**src/cftt_defines.svh**
```systemverilog
// register offsets, field positions and widths of the transmit frame tail block
`ifndef CFTT_DEFINES_SVH
`define CFTT_DEFINES_SVH
`define CFTT_ADDR_W 8
`define CFTT_OFS_PAY_45_48 8'h3c
`define CFTT_OFS_PAY_49_52 8'h40
`define CFTT_OFS_PAY_53_56 8'h44
`define CFTT_OFS_PAY_57_60 8'h48
`define CFTT_OFS_PAY_61_64 8'h4c
`define CFTT_OFS_ERR_INJ 8'h50
`define CFTT_OFS_STATUS 8'h54
`define CFTT_PAY_WORDS 5
`define CFTT_FIRST_BYTE 6'h2c
`define CFTT_LAST_BYTE 6'h3f
`define CFTT_WORD_SWIZZLED 3'h2
`define CFTT_BIT_STC_FLIP 0
`define CFTT_BIT_CRC_FLIP 1
`define CFTT_BIT_DLC_SWAP 2
`define CFTT_PRM_LSB 8
`define CFTT_PRM_MSB 12
`define CFTT_STC_W 4
`define CFTT_CRC_W 21
`define CFTT_DLC_W 4
`define CFTT_CRC_W_5 5'h15
`define CFTT_CNT_W 8
`endif

```
**src/cftt_pkg.sv**
```systemverilog
// types shared by the transmit frame tail block
package cftt_pkg;
  typedef struct packed {
    logic [4:0] injection_parameter;
    logic length_code_swap;
    logic crc_bit_flip;
    logic stuff_count_flip;
  } cftt_inject_t;

  typedef struct packed {
    logic [3:0] stuff_count;
    logic [20:0] crc;
    logic [3:0] dlc;
  } cftt_fields_t;

  typedef enum logic [1:0] {
    CFTT_IDLE,
    CFTT_TX_FRAME,
    CFTT_RX_FRAME
  } cftt_state_t;
endpackage

```
**src/cftt_frame_tail.sv**
```systemverilog
// transmit frame tail: payload bytes 45..64 and frame error injection
// Contract
// - bytes 45..48 at 0x3c, 49..52 at 0x40, ascending lanes from bits 7:0
// - word 0x44 lanes: byte 53, 56, 55, 54 from bits 7:0 upward
// - bytes 57..60 at 0x48, lowest in bits 7:0, highest in 31:24
// - bytes 61..64 at 0x4c, byte 61 in bits 7:0, ascending lanes
// - stuff count flip bit inverts one stuff count bit, transmitted frames only
// - crc flip bit inverts one crc bit, transmitted frames only
// - length code swap sends a substituted dlc instead of the stored one
`include "cftt_defines.svh"
module cftt_frame_tail
#(
  parameter int ADDR_W = `CFTT_ADDR_W
)
(
  input wire logic clk,
  input wire logic srst,
  input wire logic [ADDR_W-1:0] reg_addr,
  input wire logic [31:0] reg_wdata,
  input wire logic reg_wr,
  input wire logic reg_rd,
  output logic [31:0] reg_rdata,
  input wire logic frm_start,
  input wire logic frm_is_tx,
  input wire logic frm_end,
  input wire logic byte_req,
  input wire logic [5:0] byte_idx,
  output logic byte_valid,
  output logic byte_hit,
  output logic [7:0] byte_data,
  input wire logic fld_valid,
  input wire cftt_pkg::cftt_fields_t fld_in,
  output logic fld_out_valid,
  output cftt_pkg::cftt_fields_t fld_out
);
  logic [31:0] pay_mem [`CFTT_PAY_WORDS];
  cftt_pkg::cftt_inject_t inj_ff;
  cftt_pkg::cftt_inject_t snap_ff;
  cftt_pkg::cftt_state_t state_ff;
  cftt_pkg::cftt_state_t nxt_state;
  logic [31:0] rdata_ff;
  logic byte_valid_ff;
  logic byte_hit_ff;
  logic [7:0] byte_data_ff;
  logic fld_valid_ff;
  cftt_pkg::cftt_fields_t fld_ff;
  logic last_inj_ff;
  logic [`CFTT_CNT_W-1:0] inj_cnt_ff;

  // register decode
  wire sel_pay = (reg_addr >= ADDR_W'(`CFTT_OFS_PAY_45_48)) &&
                 (reg_addr <= ADDR_W'(`CFTT_OFS_PAY_61_64)) && (reg_addr[1:0] == 2'h0);
  wire [ADDR_W-1:0] pay_rel = reg_addr - ADDR_W'(`CFTT_OFS_PAY_45_48);
  wire [2:0] pay_wsel = pay_rel[4:2];
  wire sel_inj = (reg_addr == ADDR_W'(`CFTT_OFS_ERR_INJ));
  wire sel_sts = (reg_addr == ADDR_W'(`CFTT_OFS_STATUS));
  wire wr_pay = reg_wr && sel_pay;
  wire wr_inj = reg_wr && sel_inj;
  wire [1:0] frm_state_bits = state_ff;
  wire [31:0] sts_word = {16'h0000, inj_cnt_ff, 4'h0, frm_state_bits, last_inj_ff, 1'b0};
  wire [31:0] rd_mux = sel_sts ? sts_word : 32'h0000_0000;

  // payload lookup: word and lane of the requested byte
  wire idx_hit = (byte_idx >= `CFTT_FIRST_BYTE) && (byte_idx <= `CFTT_LAST_BYTE);
  wire [5:0] idx_rel = byte_idx - `CFTT_FIRST_BYTE;
  wire [2:0] rd_word = idx_rel[4:2];
  wire [1:0] in_word = idx_rel[1:0];
  // ascending lanes for every word but the one at 0x44
  // word 0x44 keeps its own order: lanes 0,3,2,1 for bytes 53..56
  wire [1:0] lane = (rd_word == `CFTT_WORD_SWIZZLED) ? (2'h0 - in_word) : in_word;
  wire [31:0] sel_word = pay_mem[rd_word];
  wire [7:0] sel_byte = sel_word[8*lane +: 8];

  // injection applies only while a transmitted frame is under way
  wire tx_now = (state_ff == cftt_pkg::CFTT_TX_FRAME);
  wire [4:0] prm = snap_ff.injection_parameter;
  // bit position from the parameter, folded into each field width
  wire [1:0] stc_pos = prm[1:0];
  wire [4:0] crc_pos = (prm >= `CFTT_CRC_W_5) ? (prm - `CFTT_CRC_W_5) : prm;
  wire [`CFTT_DLC_W-1:0] dlc_sub = prm[`CFTT_DLC_W-1:0];
  wire [`CFTT_STC_W-1:0] stc_mask = `CFTT_STC_W'(1) << stc_pos;
  wire [`CFTT_CRC_W-1:0] crc_mask = `CFTT_CRC_W'(1) << crc_pos;
  wire do_stc = tx_now && snap_ff.stuff_count_flip;
  wire do_crc = tx_now && snap_ff.crc_bit_flip;
  wire do_dlc = tx_now && snap_ff.length_code_swap;
  cftt_pkg::cftt_fields_t fld_mod;
  assign fld_mod.stuff_count = do_stc ? (fld_in.stuff_count ^ stc_mask) :
                               fld_in.stuff_count;
  assign fld_mod.crc = do_crc ? (fld_in.crc ^ crc_mask) : fld_in.crc;
  assign fld_mod.dlc = do_dlc ? dlc_sub : fld_in.dlc;
  wire any_inj = do_stc || do_crc || do_dlc;

  // frame tracking
  always_comb
  begin
    nxt_state = state_ff;
    case (state_ff)
      cftt_pkg::CFTT_IDLE:
      begin
        if (frm_start)
          nxt_state = frm_is_tx ? cftt_pkg::CFTT_TX_FRAME : cftt_pkg::CFTT_RX_FRAME;
      end
      cftt_pkg::CFTT_TX_FRAME,
      cftt_pkg::CFTT_RX_FRAME:
      begin
        if (frm_end)
          nxt_state = cftt_pkg::CFTT_IDLE;
      end
      default:
        nxt_state = cftt_pkg::CFTT_IDLE;
    endcase
  end

  always_ff @(posedge clk)
  begin
    if (wr_pay)
      pay_mem[pay_wsel] <= reg_wdata;
  end

  always_ff @(posedge clk)
  begin
    if (srst)
    begin
      state_ff <= cftt_pkg::CFTT_IDLE;
      inj_ff <= '0;
      snap_ff <= '0;
    end
    else
    begin
      state_ff <= nxt_state;
      if (wr_inj)
        inj_ff <= {reg_wdata[`CFTT_PRM_MSB:`CFTT_PRM_LSB], reg_wdata[`CFTT_BIT_DLC_SWAP],
                   reg_wdata[`CFTT_BIT_CRC_FLIP], reg_wdata[`CFTT_BIT_STC_FLIP]};
      if (frm_start && (state_ff == cftt_pkg::CFTT_IDLE))
        snap_ff <= inj_ff;
    end
  end

  always_ff @(posedge clk)
  begin
    if (srst)
      rdata_ff <= '0;
    else
      rdata_ff <= reg_rd ? rd_mux : 32'h0000_0000;
  end

  always_ff @(posedge clk)
  begin
    if (srst)
    begin
      byte_valid_ff <= 1'b0;
      byte_hit_ff <= 1'b0;
      byte_data_ff <= '0;
    end
    else
    begin
      byte_valid_ff <= byte_req;
      byte_hit_ff <= byte_req && idx_hit;
      byte_data_ff <= (byte_req && idx_hit) ? sel_byte : 8'h00;
    end
  end

  always_ff @(posedge clk)
  begin
    if (srst)
    begin
      fld_valid_ff <= 1'b0;
      fld_ff <= '0;
      last_inj_ff <= 1'b0;
      inj_cnt_ff <= '0;
    end
    else
    begin
      fld_valid_ff <= fld_valid;
      if (fld_valid)
      begin
        fld_ff <= fld_mod;
        last_inj_ff <= any_inj;
        if (any_inj)
          inj_cnt_ff <= inj_cnt_ff + `CFTT_CNT_W'(1);
      end
    end
  end

  assign reg_rdata = rdata_ff;
  assign byte_valid = byte_valid_ff;
  assign byte_hit = byte_hit_ff;
  assign byte_data = byte_data_ff;
  assign fld_out_valid = fld_valid_ff;
  assign fld_out = fld_ff;
endmodule

```
**config.mk**
```make
export PLATFORM = sky130hd
export DESIGN_NAME = cftt_frame_tail
export DESIGN_NICKNAME = d
export VERILOG_FILES = /design/src/cftt_pkg.sv /design/src/cftt_frame_tail.sv
export VERILOG_INCLUDE_DIRS = /design/src
export SDC_FILE = /design/constraint.sdc
export NUM_CORES = 1
export LEC_CHECK = 0
export BUFFER_PORTS_ARGS = -buffer_cell sky130_fd_sc_hd__buf_2
export CORE_MARGIN = 5
export CORE_UTILIZATION = 40
export DETAILED_ROUTE_END_ITERATION = 7
export GPL_TIMING_DRIVEN = 1
export SYNTH_ARGS = -nofsm -noshare
export SYNTH_HDL_FRONTEND = slang
export SYNTH_SLANG_ARGS = --single-unit
```
**constraint.sdc**
```tcl
create_clock -name clk -period 7.2 [get_ports clk]
set_clock_uncertainty 0.15 [all_clocks]
set_input_delay 1.08 -clock clk [delete_from_list [all_inputs] [get_ports clk]]
set_output_delay 1.08 -clock clk [all_outputs]
set_load 0.02 [all_outputs]
```
==> results.yml, run 1 <==
yosys:
  syn-cell-area_mm2: 0.01006
  postSynthAreaPerCell_um2: 13.26
  async_flop_share_pct: 0
  ys_seq_elements: 238
  yosys_most_used_dff: "edfxtp_1"
  synthCells: 759
  synth_cell_types: 58
  ys_warn_count: 0
  yosysSeqAreaShare_pct: 63.26
  synth_edf_count: 160
finish:
  post-route-util_pct: 47.30
  mostFrequentLayoutCells: "edfxtp_1, buf_2, nand2_1"
  final_common_cell: "edfxtp_1"
  drive_gt1_share_pct: 26.63
  antenna_cells: 0
  finalNetCount: 982
  areaGrowthSynthToFinish_pct: 17.33
  fill_cells: 2286
  final_cells: 1235
  fin_area_mm2: 0.01181
timing:
  fmax_ghz: 0.2718
  rsz0062_at_grt: "false"
  finalHoldViolations: 0
  slew_violations: 0
  tns_ns: 0
  maxSlewHeadroom_pct: 29.98
  final.min_clock_period_ns: 3.679
  setup_viol: 0
  fin_crit_sh_pct: 51.10
  worstMarginPinSlew_ns: 1.050
placed_design:
  dp_hpwl_um: 13850
  place_congestion: 0.7438
  dpl_cell_area_mm2: 0.01098
  dp_cells: 1187
  numPortBuffers: 134
routing:
  wl_met2_um: 10250
  wl_met3_um: 1135
  drt-met1-wl_um: 9909
  route.detailed.drc: 0
  wl_per_cell_um: 17.53
  drt_wl_total_um: 21650
  viasPerCell: 5.000
  highest_layer: "met4"
  detail-route-antenna-nets: 0
  first_iter_violations: 327
  firstDrtPassIters: 4
  via_count: 6175
setup_path:
  crit_path_end_kind: "register"
  reg2reg_slack_ns: 4.19
  ff2ff_path_depth: 7
  r2r_end: "fld_out[19]$_SDFFE_PP0P_"
  cp_max_fo: 34
  r2r_start: "prm[0]$_SDFFE_PP0P_"
  worstPathArrival_ns: 3.98
  path_class: "primary input to register"
  start_kind: "primary input"
  cp.required_ns: 7.51
power_and_ir_drop:
  netSwitchingFraction_pct: 22.59
  power_frac_seq_pct: 49.9
  clkPwrFrac_pct: 42.9
  internal_power_mw: 2.295
  p_sw_mw: 0.6697
  leakagePower_nw: 4.319
  combPwrFrac_pct: 7.2
  ir_drop_mv: 0.1596
  power.density_mw_per_mm2: 251.0
grt:
  grt.overflow.total: 0
  grt_pass1_wl_um: 34870
  first_global_vias: 6371
  track_usage_pct: 15.04
  antenna_found_initial: 0
  grt_max_degree: 63
clocking:
  root_buffer: "clkbuf_16"
  clock_sinks: 238
  cts_made_buffers: 26
  cts_buffer_depth: 3
  cts_tree: "yes"
  insertion_delay_ns: 0.53
  h-tree-depth: 1
  clkSlewWorstSetupHoldPaths_ns: 0.06
  post_cts_resized: 0
  cts_setup_buffers: 0
  cts-hold-fix-buffers: 0
outcome:
  outcome: "finished clean"
floorplan:
  die_h_um: 168.6
  die_area_mm2: 0.02843
  rows: 58
  core-area_mm2: 0.02496
  io_pins: 156
  die_x_um: 168.6
  start_util_pct: 40.31
min_path:
  worstHoldPathType: "register to register"
  hold-path-endpoint: "prm[2]$_SDFFE_PP0P_"
  worst_hold_startpoint: "inj_ff[5]$_SDFFE_PP0P_"
  min_path_cells: 2
flow_run:
  max-cap-violations: 0
-- area by class of cell --
cell class / instances / area [µm²] / share of cell area [%]
tap: 330 / 412.9 / 3.497
clock inverter: 13 / 138.9 / 1.176
timing repair buffer: 142 / 730.7 / 6.188
sequential: 238 / 6366 / 53.92
inverter: 12 / 45.04 / 0.3815
multi-input combinational: 465 / 3430 / 29.05
clock buffer: 35 / 684.4 / 5.796
-- critical path, cell delays in order --
cell and delay [ns]:
buf_2 0.08, buf_4 0.55, ha_1 0.47, xor2_4 0.79, nand3_1 0.19, a21oi_1 0.57, nand2_1 0.11, o21ai_1 0.14
-- cell usage after synthesis, types with 4 or more instances --
cell	instances	share of area, %
nor2_1	48	1.8
a21oi_1	30	1.5
xnor2_1	22	1.9
and2_1	15	0.93
xor2_1	11	0.96
clkbuf_1	29	1.1
ha_1	13	1.6
inv_1	12	0.45
a211oi_1	30	2.2
dfxtp_1	78	16
o21ai_0	4	0.20
o21ai_1	8	0.40
buf_4	23	1.7
nand2_1	99	3.7
a211oi_2	12	1.5
edfxtp_1	160	48
nand3_1	35	1.7
nor3_1	4	0.20
nand2b_1	6	0.37
mux2i_1	8	0.80
and3_1	10	0.62
nor2b_1	7	0.44
buf_2	7	0.35
o211ai_1	5	0.37
mux4_2	32	7.2
a311oi_1	5	0.44
-- cells by family (layout without fill, tap and decap cells) --
| family | count (synthesis) | count (layout) | share of synthesized area (%) |
|---|---|---|---|
| AO/OA/AOI/OAI | 112 | 112 | 8.703 |
| XOR/XNOR | 33 | 33 | 2.872 |
| adder cells (fa/ha/maj) | 13 | 13 | 1.616 |
| buffers and inverters | 76 | 202 | 3.929 |
| flip-flops | 238 | 238 | 63.26 |
| multiplexers | 40 | 40 | 7.957 |
| other | 1 | 21 | 0.03726 |
| AND/OR/NAND/NOR | 246 | 246 | 11.63 |
-- per-stage QoR --
step                total power, mW  hold slack (ns)  worst slack (ns)
global placement              1.721           0.3014             3.040
floorplan                     1.650           0.2809             1.875
CTS                           3.003           0.3084             3.416
finish                        2.964           0.3133             3.521
detailed placement            1.724           0.3089             2.904
global route                  3.087           0.3344             3.179
-- registers in the layout (all words and copies together) (netlist names), 2 cells and up --
signal	flops
byte_data	8
prm	5
frm_state_bits	2
inj_ff	8
fld_out	29
reg_rdata	11
inj_cnt_ff	8
pay_mem	160
snap_ff	3
-- worst max-delay path by stage --
| stage | startpoint | endpoint |
|---|---|---|
| floorplan | reg_addr[2] | pay_mem[4][0]$_DFFE_PP_ |
| global placement | byte_idx[2] | byte_data[0]$_SDFF_PP0_ |
| detailed placement | byte_idx[2] | byte_data[1]$_SDFF_PP0_ |
| CTS | byte_idx[2] | byte_data[6]$_SDFF_PP0_ |
| global route | byte_idx[2] | byte_data[6]$_SDFF_PP0_ |
| finish | byte_idx[2] | byte_data[6]$_SDFF_PP0_ |
-- power groups by stage --
stage	clock [mW]	combinational [mW]	sequential, mW
floorplan	0	0.124	1.53
global placement	0	0.212	1.51
detailed placement	0	0.215	1.51
CTS	1.31	0.216	1.48
global route	1.37	0.235	1.48
finish	1.27	0.212	1.48
-- per-layer routing --
metal	vias up	track usage [%]
met2	159	24.62
met4	0	3.282
met3	30	2.943
met5	-	0
li1	2998	-
met1	2988	21.00
Power figures use the tool's default switching activity.
==> run 2, diff against run 1 <==
==> constraint.sdc (replaced) <==
create_clock -name clk -period 3.8 [get_ports clk]
set_clock_uncertainty 0.15 [all_clocks]
set_input_delay 0.57 -clock clk [delete_from_list [all_inputs] [get_ports clk]]
set_output_delay 0.57 -clock clk [all_outputs]
set_load 0.02 [all_outputs]
==> run 2 against run 1 <==
  * First-iteration DRC count is 34% higher
  * Count of clock-buffer cells in the layout is 7 lower
  * Worst setup slack worse by 2.7 ns
  * Non-clock buffer count is 6 higher
  * Highest routed layer unchanged
==> results.yml, run 2 (synthesized netlist as in run 1, its figures left out) <==
outcome:
  outcome: "finished clean"
timing:
  rsz0062_at_grt: "false"
  finalHoldViolations: 0
  fin_crit_sh_pct: 78.26
  setup_viol: 0
  fmax_ghz: 0.3363
  slew_violations: 0
  maxSlewHeadroom_pct: 42.75
  worstMarginPinSlew_ns: 0.8587
  final.min_clock_period_ns: 2.974
  holdWs_ns: 0.1192
power_and_ir_drop:
  p_total_mw: 5.853
  power.density_mw_per_mm2: 489.0
  leakagePower_nw: 4.414
  ir_drop_mv: 0.3043
setup_path:
  crit_path_end_kind: "register"
  start_kind: "register"
  path_class: "register to register"
  crit_chain: "inv_1, ha_1, nor2b_2, o221ai_4, nand2b_1, or3_1, a311oi_2"
  cp.required_ns: 4.09
  r2r_end: "fld_out[19]$_SDFFE_PP0P_"
  reg2reg_slack_ns: 0.83
  slowest_delay_ns: 0.67
  cp_max_fo: 17
  critPathSlowestCell: "dfxtp_1"
  r2r_start: "prm[0]$_SDFFE_PP0P_"
  ff2ff_path_depth: 7
  worstPathArrival_ns: 3.26
routing:
  viasPerCell: 5.019
  first_iter_violations: 437
  drt_wl_total_um: 22080
  route.detailed.drc: 0
  via_count: 6229
  wl_per_cell_um: 17.79
  detail-route-antenna-nets: 0
  firstDrtPassIters: 5
floorplan:
  io_pins: 156
  die_area_mm2: 0.02843
  core-area_mm2: 0.02496
  rows: 58
  start_util_pct: 40.31
  die_h_um: 168.6
  die_x_um: 168.6
grt:
  antenna_found_initial: 0
  grt_pass1_wl_um: 35120
  grt_max_degree: 62
  first_global_vias: 6449
  track_usage_pct: 15.51
  grt.overflow.total: 0
min_path:
  min_path_cells: 1
  worstHoldPathType: "primary input to register"
  worst_hold_startpoint: "reg_wdata[4]"
  hold-path-endpoint: "pay_mem[3][4]$_DFFE_PP_"
finish:
  multi_input_area_mm2: 0.003442
  drive_gt1_share_pct: 27.77
  largest_register_ffs: 160
  fill_cells: 2240
  seqCellArea_mm2: 0.006366
  antenna_cells: 0
  finalNetCount: 988
  areaGrowthSynthToFinish_pct: 18.95
  top_register: "pay_mem"
  fin_area_mm2: 0.01197
  mostFrequentLayoutCells: "edfxtp_1, buf_2, nand2_1"
  final_common_cell: "edfxtp_1"
placed_design:
  dp_hpwl_um: 14300
  numPortBuffers: 134
  dpl_cell_area_mm2: 0.01105
  place_congestion: 0.7786
clocking:
  clock_sinks: 238
  root_buffer: "clkbuf_16"
  clkSlewWorstSetupHoldPaths_ns: 0.06
  h-tree-depth: 1
  insertion_delay_ns: 0.53
  cts-hold-fix-buffers: 0
  post_cts_resized: 0
  cts_setup_buffers: 0
  cts_buffer_depth: 3
  cts_tree: "yes"
  cts_made_buffers: 26
flow_run:
  max-cap-violations: 0
==> run 2: cell types whose count changed in the layout (fill, tap and decap cells not counted), sizes merged <==
cell and change:
buf +6, bufinv +3, clkbuf -7, clkinv +4
==> run 2: worst max-delay path by stage <==
stage	endpoint	from	slack (ns)
final	fld_out[19]$_SDFFE_PP0P_	prm[0]$_SDFFE_PP0P_	0.83
after global routing	fld_out[19]$_SDFFE_PP0P_	prm[0]$_SDFFE_PP0P_	0.64
after CTS	fld_out[19]$_SDFFE_PP0P_	prm[0]$_SDFFE_PP0P_	0.86
after detailed placement	fld_out[19]$_SDFFE_PP0P_	prm[0]$_SDFFE_PP0P_	0.86
after global placement	fld_out[19]$_SDFFE_PP0P_	prm[0]$_SDFFE_PP0P_	0.91
after floorplan	pay_mem[0][0]$_DFFE_PP_	reg_addr[1]	-0.15
==> run 2: cell type report <==
cell class,count,area share (%)
tap,330,3.449
clock inverter,20,2.070
clock buffer,28,5.582
timing repair buffer,148,6.585
sequential,238,53.18
inverter,12,0.3763
multi-input combinational,465,28.76
==> run 2: stage by stage <==
stage          TNS, ns  cells  setup slack, ns  util, %
5_1_grt              0   1241           0.6363    47.95
3_3_place_gp         0   1193           0.9148    44.28
2_1_floorplan   -9.516    779          -0.1487        -
3_5_place_dp         0   1193           0.8555    44.28
6_report             0   1241           0.8261    47.95
4_1_cts              0   1241           0.8562    47.95
==> run 2: per-layer routing <==
layer	track usage [%]	wire length, µm
met4	3.599	355
met5	0	0
met3	2.709	1447
met2	25.54	10610
met1	21.64	9661
==> run 2: worst max-delay path: cells and delay by family, from the launching register on <==
family,cells,cell delay [ns]
and+or+nand+nor,3,0.91
DFF,1,0.67
buffers and inverters,1,0.26
adders and majority gates,1,0.39
AOI/OAI and AO/OA,2,0.52
==> run 2: power by group <==
part	internal, mW	total (mW)	switching, mW
sequential	2.79	2.80	0.0146
clock	1.62	2.64	1.02
combinational	0.157	0.413	0.256
total	4.56	5.85	1.29
==> run 3, diff against run 2 <==
==> constraint.sdc (replaced) <==
create_clock -name clk -period 2.5 [get_ports clk]
set_clock_uncertainty 0.15 [all_clocks]
set_input_delay 0.375 -clock clk [delete_from_list [all_inputs] [get_ports clk]]
set_output_delay 0.375 -clock clk [all_outputs]
set_load 0.02 [all_outputs]
==> run 3 against run 2 <==
  * Final cell count increased by 5.6%
  * Die area unchanged
  * Flip-flop and latch count unchanged
  * Critical path type unchanged
  * Critical endpoint is now fld_out[5]$_SDFFE_PP0P_
==> results.yml, run 3 (synthesized netlist as in run 1, its figures left out) <==
grt:
  grt_pass1_wl_um: 35520
  track_usage_pct: 15.36
  grt_max_degree: 58
  first_global_vias: 6660
  antenna_found_initial: 0
  grt.overflow.total: 0
finish:
  antenna_cells: 0
  final_cells: 1310
  mostFrequentLayoutCells: "edfxtp_1, buf_2, nand2_1"
  final_common_cell: "edfxtp_1"
  fin_area_mm2: 0.01273
  largest_register_ffs: 160
  top_register: "pay_mem"
  finalNetCount: 1057
  post-route-util_pct: 50.99
  drive_gt1_share_pct: 26.94
  areaGrowthSynthToFinish_pct: 26.48
clocking:
  clock_sinks: 238
  cts_buffer_depth: 3
  h-tree-depth: 1
  clkSlewWorstSetupHoldPaths_ns: 0.06
  root_buffer: "clkbuf_16"
  insertion_delay_ns: 0.52
  cts_made_buffers: 26
  cts_tree: "yes"
  cts_setup_buffers: 0
setup_path:
  start_kind: "register"
  critPathSlowestCell: "dfxtp_1"
  slowest_delay_ns: 0.44
  r2r_start: "prm[0]$_SDFFE_PP0P_"
  reg2reg_slack_ns: 0.18
  worstPathArrival_ns: 2.60
  worstSetupStartpoint: "prm[0]$_SDFFE_PP0P_"
  r2r_end: "fld_out[5]$_SDFFE_PP0P_"
  crit_path_end_kind: "register"
  path_class: "register to register"
  crit_top_cell: "a211oi_1"
  cp.required_ns: 2.78
  cp_max_fo: 14
  ff2ff_path_depth: 8
  crit_chain: "inv_1, ha_1, nor2b_4, o221ai_4, buf_4, a211oi_1, xnor2_1, a211oi_1"
outcome:
  outcome: "finished clean"
routing:
  route.detailed.drc: 0
  first_iter_violations: 308
  wl_per_cell_um: 16.96
  drt_wl_total_um: 22220
  via_count: 6479
  drt-met1-wl_um: 9795
  viasPerCell: 4.946
  detail-route-antenna-nets: 0
  wl_met3_um: 1175
  firstDrtPassIters: 5
  wl_met2_um: 10730
  highest_layer: "met4"
placed_design:
  place_congestion: 0.7972
  detailedPlace.worstSlack_ns: 0.1209
  numPortBuffers: 134
  dpl_cell_area_mm2: 0.01127
  dp_hpwl_um: 14180
  dp_cells: 1206
timing:
  maxSlewHeadroom_pct: 55.23
  fmax_ghz: 0.4317
  finalHoldViolations: 0
  worstMarginPinSlew_ns: 0.6702
  rsz0062_at_grt: "false"
  postLayoutSetupSlackWorst_ns: 0.1835
  slew_violations: 0
  fin_crit_sh_pct: 92.66
  final.min_clock_period_ns: 2.316
  setup_viol: 0
floorplan:
  die_area_mm2: 0.02843
  rows: 58
  die_x_um: 168.6
  core-area_mm2: 0.02496
  start_util_pct: 40.31
  io_pins: 156
  die_h_um: 168.6
min_path:
  worstHoldPathType: "primary input to register"
  hold-path-endpoint: "fld_out[8]$_SDFFE_PP0P_"
  min_path_cells: 3
  worst_hold_startpoint: "fld_in[8]"
power_and_ir_drop:
  ir_drop_mv: 0.4510
  leakagePower_nw: 4.728
  p_total_mw: 8.892
  power.density_mw_per_mm2: 698.6
flow_run:
  max-cap-violations: 0
run 3: per-stage QoR:
| step | hold WS, ns | setup TNS (ns) |
|---|---|---|
| floorplan | 0.2809 | -26.67 |
| global placement | 0.2882 | 0 |
| detailed placement | 0.3138 | 0 |
| CTS | 0.001039 | 0 |
| global route | 0.03213 | 0 |
| finish | 0.02232 | 0 |
run 3: worst max path at each step:
stage | to
after floorplan | pay_mem[0][0]$_DFFE_PP_
after global placement | pay_mem[2][14]$_DFFE_PP_
after detailed placement | fld_out[4]$_SDFFE_PP0P_
after CTS | fld_out[4]$_SDFFE_PP0P_
after global routing | fld_out[6]$_SDFFE_PP0P_
final | fld_out[5]$_SDFFE_PP0P_
run 3: final cells by class:
type | instances | area (µm²)
Clock inverter | 11 | 166.4
Tap cell | 330 | 412.9
Timing Repair Buffer | 217 | 1534
Sequential cell | 238 | 6366
Fill cell | 2199 | 12240
Inverter | 12 | 60.06
Multi-Input combinational cell | 465 | 3466
Clock buffer | 37 | 723.2
run 3: timing repair:
item / in CTS / in global routing
endpoints found under the hold margin: 184 / 0
gates resized for setup: 0 / 2
hold buffers: 56 / 0
setup endpoints to repair: 0 / 8
run 3: layer usage:
layer  track usage (%)  up-vias
li1                  -     3166
met1             20.48     3108
met2             26.12      168
met3             2.546       37
met4             4.375        0
met5                 0        -
run 3: critical path, delay by kind of cell (launching register included):
family | cells | cell delay [ns]
compound gates | 3 | 0.66
flops | 1 | 0.44
fa+ha+maj | 1 | 0.33
buf+inv | 2 | 0.31
simple gates | 1 | 0.23
xor+xnor | 1 | 0.10
run 3: where the power goes:
part | switching [mW] | total [mW] | internal (mW)
Sequential | 0.0203 | 4.26 | 4.24
Clock | 1.49 | 3.92 | 2.43
Combinational | 0.405 | 0.714 | 0.308
Total | 1.91 | 8.89 | 6.98
